--- src/pkg/csm_pkg.sv ---
package csm_pkg;

    // ************************************************************
    // page decode
    // ************************************************************
    localparam logic [7:0] CAN_PAGE = 8'h0c;

    // ************************************************************
    // processor-side addresses of each byte register
    // ************************************************************
    localparam logic [7:0] A_CONTROL      = 8'hc0;
    localparam logic [7:0] A_STATUS       = 8'h94;
    localparam logic [7:0] A_ERR_L        = 8'h96;
    localparam logic [7:0] A_ERR_H        = 8'h97;
    localparam logic [7:0] A_BT_L         = 8'h9a;
    localparam logic [7:0] A_BT_H         = 8'h9b;
    localparam logic [7:0] A_IID_L        = 8'h9c;
    localparam logic [7:0] A_IID_H        = 8'h9d;
    localparam logic [7:0] A_TEST         = 8'h9e;
    localparam logic [7:0] A_BRPE         = 8'ha1;
    localparam logic [7:0] A_CLK_CFG      = 8'h92;

    // ************************************************************
    // controller-side word offset and processor addresses of the
    // interface registers, low byte address first
    // ************************************************************
    localparam int N_IFR = 19;
    localparam logic [7:0] IFR_CAN_ADDR [N_IFR] = '{
        8'h10, 8'h12, 8'h14, 8'h16, 8'h18, 8'h1a, 8'h1c, 8'h1e, 8'h20,
        8'h22, 8'h24, 8'h40, 8'h42, 8'h44, 8'h46, 8'h48, 8'h4a, 8'h4c, 8'h4e};
    localparam logic [7:0] IFR_LO_ADDR [N_IFR] = '{
        8'hbe, 8'hc2, 8'hc4, 8'hc6, 8'hca, 8'hcc, 8'hd2, 8'hd4, 8'hd6,
        8'hda, 8'hdc, 8'hde, 8'he2, 8'hea, 8'hec, 8'hee, 8'hf2, 8'hce, 8'hf6};
    localparam logic [7:0] IFR_HI_ADDR [N_IFR] = '{
        8'hbf, 8'hc3, 8'hc5, 8'hc7, 8'hcb, 8'hcd, 8'hd3, 8'hd5, 8'hd7,
        8'hdb, 8'hdd, 8'hdf, 8'he3, 8'heb, 8'hed, 8'hef, 8'hf3, 8'hcf, 8'hf7};
    localparam logic [15:0] IFR_RESET [N_IFR] = '{
        16'h0001, 16'h0000, 16'hffff, 16'hffff, 16'h0000, 16'h0000, 16'h0000,
        16'h0000, 16'h0000, 16'h0000, 16'h0000, 16'h0001, 16'h0000, 16'hffff,
        16'hffff, 16'h0000, 16'h0000, 16'h0000, 16'h0000};

    // ************************************************************
    // controller register offsets
    // ************************************************************
    localparam logic [7:0] C_CONTROL = 8'h00;
    localparam logic [7:0] C_STATUS  = 8'h02;
    localparam logic [7:0] C_BT      = 8'h06;
    localparam logic [7:0] C_TEST    = 8'h0a;
    localparam logic [7:0] C_BRPE    = 8'h0c;

    // ************************************************************
    // reset values and fields
    // ************************************************************
    localparam logic [7:0]  RST_CONTROL = 8'h01;
    localparam logic [7:0]  RST_STATUS  = 8'h00;
    localparam logic [15:0] RST_BT      = 16'h2301;
    localparam logic [7:0]  RST_TEST    = 8'h00;
    localparam logic [7:0]  RST_BRPE    = 8'h00;
    localparam logic [7:0]  RST_CLK_CFG = 8'h00;
    localparam int          CFG_CHG_BIT = 6;
    localparam int          TEST_BIT    = 7;
    localparam int          RX_BIT      = 7;

    // one processor access
    typedef struct packed {
        logic       wr;
        logic       rd;
        logic [7:0] addr;
        logic [7:0] wdata;
    } csm_sfr_req_s;

    // one write passed on to the controller core
    typedef struct packed {
        logic       wr;
        logic [7:0] addr;
        logic [1:0] byte_en;
        logic [15:0] data;
    } csm_core_wr_s;

endpackage : csm_pkg

--- src/logic/csm_can_sfr_map.sv ---
`timescale 1ns/10ps
// Summary of operation
// - every controller register is readable from the processor register space; all but error count and interrupt id are writable
// - controller registers and clock config decode only when page select holds 0x0c
// - one extra byte register configures the controller clock
// - test register reset reads zero, or receive pin level in bit 7
// - bit timing and prescaler extension writes need config change enable set
module csm_can_sfr_map (
    input  wire logic                  core_clk,
    input  wire logic                  rst,
    input  wire logic [7:0]            register_page_select,
    input  wire csm_pkg::csm_sfr_req_s sfr_req,
    output logic [7:0]                 sfr_rdata,
    output logic                       sfr_hit,
    input  wire logic [15:0]           core_err_count,
    input  wire logic [15:0]           core_int_id,
    input  wire logic [7:0]            core_status,
    input  wire logic                  core_status_load,
    input  wire logic                  can_rx,
    output csm_pkg::csm_core_wr_s      core_wr,
    output logic [7:0]                 control_out,
    output logic [15:0]                bit_timing_out,
    output logic [7:0]                 prescaler_ext_out,
    output logic [7:0]                 test_out,
    output logic [7:0]                 can_clock_config
);

    // ************************************************************
    // decode
    // ************************************************************
    logic        page_ok;
    logic        wr_en;
    logic        rd_en;
    logic        cfg_chg_en;
    logic [7:0]  can_control_r;
    logic [7:0]  can_status_r;
    logic [15:0] bit_timing_r;
    logic [7:0]  test_control_r;
    logic [7:0]  prescaler_extension_r;
    logic [7:0]  can_clock_config_r;
    logic [15:0] ifr_r [csm_pkg::N_IFR];
    logic [7:0]  rdata_nxt;
    logic        hit_nxt;

    assign page_ok = (register_page_select == csm_pkg::CAN_PAGE);
    assign wr_en   = page_ok && sfr_req.wr;
    assign rd_en   = page_ok && sfr_req.rd;
    assign cfg_chg_en = can_control_r[csm_pkg::CFG_CHG_BIT];

    // ************************************************************
    // single byte registers
    // ************************************************************
    always_ff @(posedge core_clk) begin
        if (rst) begin
            can_control_r <= csm_pkg::RST_CONTROL;
        end else if (wr_en && sfr_req.addr == csm_pkg::A_CONTROL) begin
            can_control_r <= sfr_req.wdata;
        end
    end

    // status is written by software and reloaded by the core; core wins
    always_ff @(posedge core_clk) begin
        if (rst) begin
            can_status_r <= csm_pkg::RST_STATUS;
        end else if (core_status_load) begin
            can_status_r <= core_status;
        end else if (wr_en && sfr_req.addr == csm_pkg::A_STATUS) begin
            can_status_r <= sfr_req.wdata;
        end
    end

    // test register only writable while test mode is on in control
    always_ff @(posedge core_clk) begin
        if (rst) begin
            test_control_r <= csm_pkg::RST_TEST;
        end else if (wr_en && sfr_req.addr == csm_pkg::A_TEST
                     && can_control_r[csm_pkg::TEST_BIT]) begin
            test_control_r <= {1'b0, sfr_req.wdata[6:0]};
        end
    end

    always_ff @(posedge core_clk) begin
        if (rst) begin
            prescaler_extension_r <= csm_pkg::RST_BRPE;
        end else if (wr_en && cfg_chg_en && sfr_req.addr == csm_pkg::A_BRPE) begin
            prescaler_extension_r <= sfr_req.wdata;
        end
    end

    always_ff @(posedge core_clk) begin
        if (rst) begin
            can_clock_config_r <= csm_pkg::RST_CLK_CFG;
        end else if (wr_en && sfr_req.addr == csm_pkg::A_CLK_CFG) begin
            can_clock_config_r <= sfr_req.wdata;
        end
    end

    // ************************************************************
    // split word registers
    // ************************************************************
    always_ff @(posedge core_clk) begin
        if (rst) begin
            bit_timing_r <= csm_pkg::RST_BT;
        end else if (wr_en && cfg_chg_en) begin
            if (sfr_req.addr == csm_pkg::A_BT_L) begin
                bit_timing_r[7:0] <= sfr_req.wdata;
            end else if (sfr_req.addr == csm_pkg::A_BT_H) begin
                bit_timing_r[15:8] <= sfr_req.wdata;
            end
        end
    end

    always_ff @(posedge core_clk) begin
        if (rst) begin
            for (int i = 0; i < csm_pkg::N_IFR; i++) begin
                ifr_r[i] <= csm_pkg::IFR_RESET[i];
            end
        end else if (wr_en) begin
            for (int i = 0; i < csm_pkg::N_IFR; i++) begin
                if (sfr_req.addr == csm_pkg::IFR_LO_ADDR[i]) begin
                    ifr_r[i][7:0] <= sfr_req.wdata;
                end
                if (sfr_req.addr == csm_pkg::IFR_HI_ADDR[i]) begin
                    ifr_r[i][15:8] <= sfr_req.wdata;
                end
            end
        end
    end

    // ************************************************************
    // write forwarding to the controller core
    // ************************************************************
    always_ff @(posedge core_clk) begin
        if (rst) begin
            core_wr <= '0;
        end else begin
            core_wr <= '0;
            if (wr_en) begin
                unique case (sfr_req.addr)
                    csm_pkg::A_CONTROL: begin
                        core_wr <= '{1'b1, csm_pkg::C_CONTROL, 2'b01,
                                     {8'h00, sfr_req.wdata}};
                    end
                    csm_pkg::A_STATUS: begin
                        core_wr <= '{1'b1, csm_pkg::C_STATUS, 2'b01,
                                     {8'h00, sfr_req.wdata}};
                    end
                    csm_pkg::A_BT_L: begin
                        core_wr <= '{cfg_chg_en, csm_pkg::C_BT, 2'b01, {8'h00, sfr_req.wdata}};
                    end
                    csm_pkg::A_BT_H: begin
                        core_wr <= '{cfg_chg_en, csm_pkg::C_BT, 2'b10, {sfr_req.wdata, 8'h00}};
                    end
                    csm_pkg::A_BRPE: begin
                        core_wr <= '{cfg_chg_en, csm_pkg::C_BRPE, 2'b01,
                                     {8'h00, sfr_req.wdata}};
                    end
                    default: begin
                        for (int i = 0; i < csm_pkg::N_IFR; i++) begin
                            if (sfr_req.addr == csm_pkg::IFR_LO_ADDR[i]) begin
                                core_wr <= '{1'b1, csm_pkg::IFR_CAN_ADDR[i], 2'b01,
                                             {8'h00, sfr_req.wdata}};
                            end
                            if (sfr_req.addr == csm_pkg::IFR_HI_ADDR[i]) begin
                                core_wr <= '{1'b1, csm_pkg::IFR_CAN_ADDR[i], 2'b10,
                                             {sfr_req.wdata, 8'h00}};
                            end
                        end
                    end
                endcase
            end
        end
    end

    // ************************************************************
    // read mux
    // ************************************************************
    always_comb begin
        rdata_nxt = 8'h00;
        hit_nxt   = 1'b1;
        case (sfr_req.addr)
            csm_pkg::A_CONTROL: rdata_nxt = can_control_r;
            csm_pkg::A_STATUS:  rdata_nxt = can_status_r;
            csm_pkg::A_ERR_L:   rdata_nxt = core_err_count[7:0];
            csm_pkg::A_ERR_H:   rdata_nxt = core_err_count[15:8];
            csm_pkg::A_BT_L:    rdata_nxt = bit_timing_r[7:0];
            csm_pkg::A_BT_H:    rdata_nxt = bit_timing_r[15:8];
            csm_pkg::A_IID_L:   rdata_nxt = core_int_id[7:0];
            csm_pkg::A_IID_H:   rdata_nxt = core_int_id[15:8];
            // bit 7 shows the live receive level, the variant allowed at reset
            csm_pkg::A_TEST:    rdata_nxt = {can_rx, test_control_r[6:0]};
            csm_pkg::A_BRPE:    rdata_nxt = prescaler_extension_r;
            csm_pkg::A_CLK_CFG: rdata_nxt = can_clock_config_r;
            default: begin
                hit_nxt = 1'b0;
                for (int i = 0; i < csm_pkg::N_IFR; i++) begin
                    if (sfr_req.addr == csm_pkg::IFR_LO_ADDR[i]) begin
                        rdata_nxt = ifr_r[i][7:0];
                        hit_nxt   = 1'b1;
                    end
                    if (sfr_req.addr == csm_pkg::IFR_HI_ADDR[i]) begin
                        rdata_nxt = ifr_r[i][15:8];
                        hit_nxt   = 1'b1;
                    end
                end
            end
        endcase
    end

    // read data registered; off page the block answers zero and no hit
    always_ff @(posedge core_clk) begin
        if (rst) begin
            sfr_rdata <= 8'h00;
            sfr_hit   <= 1'b0;
        end else begin
            sfr_rdata <= (rd_en && hit_nxt) ? rdata_nxt : 8'h00;
            sfr_hit   <= page_ok && hit_nxt && (sfr_req.rd || sfr_req.wr);
        end
    end

    assign control_out       = can_control_r;
    assign bit_timing_out    = bit_timing_r;
    assign prescaler_ext_out = prescaler_extension_r;
    assign test_out          = test_control_r;
    assign can_clock_config  = can_clock_config_r;

endmodule : csm_can_sfr_map

--- config.mk ---
export PLATFORM = sky130hd
export DESIGN_NAME = csm_can_sfr_map
export DESIGN_NICKNAME = d
export VERILOG_FILES = /design/src/pkg/csm_pkg.sv /design/src/logic/csm_can_sfr_map.sv
export SDC_FILE = /design/constraint.sdc
export NUM_CORES = 1
export LEC_CHECK = 0
export BUFFER_PORTS_ARGS = -buffer_cell sky130_fd_sc_hd__buf_2
export CAP_MARGIN = 20
export CELL_PAD_IN_SITES_DETAIL_PLACEMENT = 1
export CELL_PAD_IN_SITES_GLOBAL_PLACEMENT = 1
export CORE_MARGIN = 2
export CORE_UTILIZATION = 38
export CTS_CLUSTER_DIAMETER = 50
export DETAILED_ROUTE_END_ITERATION = 10
export PLACE_DENSITY_LB_ADDON = 0.1
export RECOVER_POWER = 25
export SETUP_SLACK_MARGIN = 0.5
export SKIP_CTS_REPAIR_TIMING = 1
export SYNTH_ARGS = -nofsm -noshare
export SYNTH_HDL_FRONTEND = slang
export SYNTH_SLANG_ARGS = --single-unit
--- constraint.sdc ---
create_clock -name core_clk -period 3.19 [get_ports core_clk]
set_input_delay 0.638 -clock core_clk [delete_from_list [all_inputs] [get_ports core_clk]]
set_output_delay 0.638 -clock core_clk [all_outputs]
set_load 0.05 [all_outputs]
Word level (Yosys, flattened, before mapping)

Memories as Yosys holds them, arrays and structs flattened.
Cells that the tools add are included.

Memories kept: 1
Logic and storage cells: 434
Input bits: 70
Output and inout bits: 84
RAM bits: 304
Register bits: 91

Memories:

| name  | words | bits a word | rd ports | clocked after Yosys merged registers in | write ports | RTL line              | source |
|---|---|---|---|---|---|---|---|
| ifr_r | 19    | 16          | 19       | 0                                       | 19          | csm_can_sfr_map.sv:41 | `logic [15:0] ifr_r [csm_pkg::N_IFR];` |

Reductions and logical operators: 19
Muxes and demuxes: 310
Bitwise operators: 41
Eq/ne operators: 50

Operator list:

| cell                                                                  | number |
|---|---|
| 27-bit two-way mux                                                    | 38 |
| 8-bit two-way mux                                                     | 78 |
| 8-bit equality test, second input constant                            | 49 |
| 1-bit two-way mux                                                     | 192 |
| 27-bit one-hot mux with 5 select lines                                | 1 |
| 8-bit one-hot mux with 11 select lines                                | 1 |
| 1-bit bitwise OR                                                      | 38 |
| 1-bit logical AND                                                     | 12 |
| 11-bit OR reduction                                                   | 1 |
| 8-bit by 4-bit equality test with 1-bit output, second input constant | 1 |
| 2-bit OR reduction                                                    | 2 |
| 1-bit NOT                                                             | 3 |
| 3-bit AND reduction                                                   | 1 |
| 2-bit AND reduction                                                   | 1 |
| 2-bit nonzero test                                                    | 1 |
| 1-bit logical OR                                                      | 1 |

Logic depth before layout (Yosys ltp)

Depth after elaboration: 43
Gate-level depth with buffers: 12
Mapped depth without buffers: 7

Least setup slack after synthesis

OpenSTA, ideal clock, no wires.

Path kind: input to register
From: in register_page_select[5]
To: mem ifr_r[13][10] (enable)
Data arrival time: 2.554 ns
Cell stages on the path: 7
Required time: 2.864 ns
Setup time: 0.326 ns
Path slack: 0.310 ns
Path buffers: 3
Cell sequence: or4_1 nor4_4 and2_1 buf_2 buf_2 buf_2 a21o_1

RTL lines:

| element         | RTL line              | source |
|---|---|---|
| start, declared | csm_can_sfr_map.sv:11 | `input wire logic [7:0] register_page_select,` |
| end, declared   | csm_can_sfr_map.sv:41 |  |

Worst setup path in the final report

From: in register_page_select[5]
To: reg core_wr[15] (netlist name)

Word-level cells in the longest chain between the ends: 4

Ends and longest elaborated chain:

| element                                        | RTL line               | source |
|---|---|---|
| 8-bit by 4-bit equality test with 1-bit output | csm_can_sfr_map.sv:45  | `assign page_ok = (register_page_select == csm_pkg::CAN_PAGE);` |
| 1-bit logical AND                              | csm_can_sfr_map.sv:46  | `assign wr_en = page_ok && sfr_req.wr;` |
| 1-bit NOT (no source line)                     | n/a                    |  |
| 2-bit OR reduction (no source line)            | n/a                    |  |
| end signal, assigned                           | csm_can_sfr_map.sv:141 | `core_wr <= '{1'b1, csm_pkg::C_CONTROL, 2'b01,` |
| end signal, assigned                           | csm_can_sfr_map.sv:145 | `core_wr <= '{1'b1, csm_pkg::C_STATUS, 2'b01,` |
| end signal, assigned                           | csm_can_sfr_map.sv:149 | `core_wr <= '{cfg_chg_en, csm_pkg::C_BT, 2'b01, {8'h00, sfr_req.wdata}};` |
| end, declared                                  | csm_can_sfr_map.sv:20  | `output csm_pkg::csm_core_wr_s core_wr,` |

No other way between the ends.
A chain may end at the register's enable or synchronous reset.

==> impl_metrics.toml <==
[outcome]
status = "complete, no violations"

[placement]
port_buffers = 150
placed_cells = 2742
gp_congestion = 0.996
pre_cts_ws_ns = -0.0722
hpwl_mm = 61.6

[sta]
finalSetupTns_ns = 0
rsz0062_at_grt = "yes"
hold_violations = 0
fmax_mhz = 363
relSlewSlack_pct = 17.7
setup_slack_ns = 0.437
period_share_pct = 86.3
drv_slew = 0
finalSetupViolCount = 0
worst_pin_slew_ns = 1.23
fin_crit_ns = 2.75
finClkSkew_ns = 0.0347

[routing]
ant_nets = 0
wl_mm = 84.2
drt_iter0_markers = 1968
dr.pass1.iters = 6
drc = 0
post_drt_wl_per_cell_um = 29.7
viasPerCell = 6.02
vias = 17090

[critical_path]
cp_slowest_stage_delay_ns = 0.56
crit_fanout = 39
rr_worst_depth = 10
path_class = "in2reg"
r2r-end = "sfr_rdata[1]"
worst_setup_path_start_kind = "primary input"
path_delay_family = "simple AND/OR/NAND/NOR gates"
r2r_setup_slack_ns = 0.86
cp_slowest_cell = "or4_1"
cp.depth = 9
r2r_start = "ifr_r[15][1]"
critPathArrivalTime_ns = 3.27
endpoint_kind = "register"
worst_ep_required_time_ns = 3.71
crit_buf_inv = 3
crit_chain = "buf_2, or4_1, nor4_4, and2_0, nand2b_1, buf_12, a31oi_2, buf_4, and2_1"

[floorplan]
ioPinCount = 154
fp.dieH_um = 227
start_util_pct = 38.6
core-area_sq_um = 49200
die_w_um = 227
row_count = 81
dieArea_sq_um = 51700

[clock_tree]
ctsLongestPathBuffers = 3
clkTransAtPathRegs_ns = 0.05
cts_root_buf = "clkbuf_16"
numCtsBuffers = 52
cts_num_sinks = 393
cts_tree = "built"
htreeDepth = 2
insertion_delay_ns = 0.61

[synthesis]
ys_ff_latch = 393
synth_compound_gate_area_share_pct = 15.5
synthArstFlopShare_pct = 0
avgSynthCellArea_sq_um = 10.5
synth_xor_area_share_pct = 0
synth_top_family_by_area = "simple AND/OR/NAND/NOR gates"
synth_cells = 1813
netlist_area_sq_um = 19000
synth_edf_count = 304
yosysUniqueCellTypes = 81
synthAdderAreaFrac_pct = 0
yosys_warnings = 0
synth-main-ff-cell = "edfxtp_1"
synth_simple_gate_area_share_pct = 19.7
yosysSeqAreaShare_pct = 57.5
muxShareOfSynthArea_pct = 3.17

[finish]
final_common_cell = "nor2_1"
antenna_cells = 0
finalCoreUtilization_pct = 49.1
syn_to_final_growth_pct = 27.2
final_cell_mix = "329 x nor2_1, 304 x edfxtp_1, 224 x buf_4, 135 x nand2_1, 100 x clkbuf_1"
drive_gt1_share_pct = 22.3
final-instance-count-excl-fill = 2840
final_nets = 2202

[global_route]
grt.total_usage_pct = 32.5
grt_pass1_wl_mm = 121
grt_pass1_vias = 17367
grt_max_degree = 42
antenna_found_initial = 3
overflow = 0

[pwr]
total_power_mw = 13.0
leakage_nw = 8.59
p_per_area_nw_per_um2 = 538
peakVddDrop_mv = 0.490

[run]
maxCapViolCount = 0

[min_path]
hp-class = "in2reg"
hold_depth = 3
holdPathEnd = "can_status_r[2]"
hold_start = "core_status[2]"
[final cells by class]
class / count / area, sq um
sequential: 393 / 10900
fill: 5429 / 25000
inverter: 24 / 90.1
clock buffer: 67 / 1450
multi-input combinational: 1242 / 7460
tap: 664 / 831
timing repair buffer: 419 / 3010
clock inverter: 31 / 377
[worst max-delay path by stage]
stage                          endpoint  slack (ns)                     from
after floorplan           ifr_r[13][10]        0.46  register_page_select[5]
after global placement       core_wr[9]       -0.06              sfr_req[12]
after detailed placement    core_wr[12]       -0.07              sfr_req[12]
after CTS                  sfr_rdata[1]        0.51              sfr_req[12]
after global routing        core_wr[15]        0.30  register_page_select[5]
final                       core_wr[15]        0.44  register_page_select[5]
[power breakdown]
group,leakage [nW],switching (mW),internal [mW]
combinational,4.04,0.684,0.329
clock,0.898,2.40,3.75
sequential,3.64,0.107,5.71
[synth_stat cells (7+ instances only)]
cell | number | share of area, %
nor2_1 | 330 | 6.5
edfxtp_1 | 304 | 48
nand2_1 | 137 | 2.7
dfxtp_1 | 89 | 9.4
clkbuf_1 | 87 | 1.7
a21oi_1 | 76 | 2.0
o21ai_0 | 64 | 1.7
or3_1 | 64 | 2.1
a22oi_1 | 52 | 2.1
buf_2 | 46 | 1.2
nand2b_1 | 45 | 1.5
mux2i_1 | 42 | 2.2
nand3_1 | 34 | 0.90
nor3_1 | 33 | 0.87
o22ai_1 | 29 | 0.96
a221oi_1 | 27 | 1.2
inv_1 | 23 | 0.46
o221ai_1 | 21 | 0.97
and2_1 | 20 | 0.66
a31oi_1 | 18 | 0.59
a21o_1 | 16 | 0.63
mux2_2 | 16 | 0.95
buf_4 | 12 | 0.47
nand4_1 | 12 | 0.40
nor2b_1 | 12 | 0.40
a22o_1 | 10 | 0.46
and3_1 | 10 | 0.33
buf_1 | 10 | 0.20
o2111ai_1 | 9 | 0.42
a221o_1 | 8 | 0.42
a211oi_1 | 7 | 0.28
a222oi_1 | 7 | 0.37
and4b_1 | 7 | 0.37
nand3b_1 | 7 | 0.28
nand4b_1 | 7 | 0.32
o211ai_1 | 7 | 0.28
[routing by layer]
metal | vias to the layer above | GRT usage [%] | wire [um]
met3 | 192 | 6.69 | 7530
met5 | - | 0 | 19
met1 | 8622 | 43.5 | 35100
met4 | 2 | 14.5 | 3700
li1 | 7421 | - | -
met2 | 853 | 51.0 | 37900
[tightest hold or removal path, stage by stage]
cell and delay (ns):
buf_2 0.08, mux2i_1 0.06, nor2_1 0.07
[flip-flops by register name (all words and copies together) (netlist names), 8 cells and up]
| signal | count |
|---|---|
| bit_timing_out | 16 |
| prescaler_ext_out | 8 |
| ifr_r | 304 |
| can_status_r | 8 |
| core_wr | 25 |
| sfr_rdata | 8 |
| can_clock_config | 8 |
| control_out | 8 |
[per-stage QoR]
step | hold slack [ns] | instance area [sq um]
CTS | 0.279 | 24300
global placement | 0.461 | 22500
finish | 0.302 | 24100
global route | 0.325 | 24100
floorplan | 0.542 | 19100
detailed placement | 0.470 | 22500
[kinds of logic after synthesis]
family,Yosys count
AOI/OAI and AO/OA,419
buffers and inverters,180
DFF,393
other,1
and+or+nand+nor,762
muxes,58
Note: power is estimated with default switching activity, not from simulation.
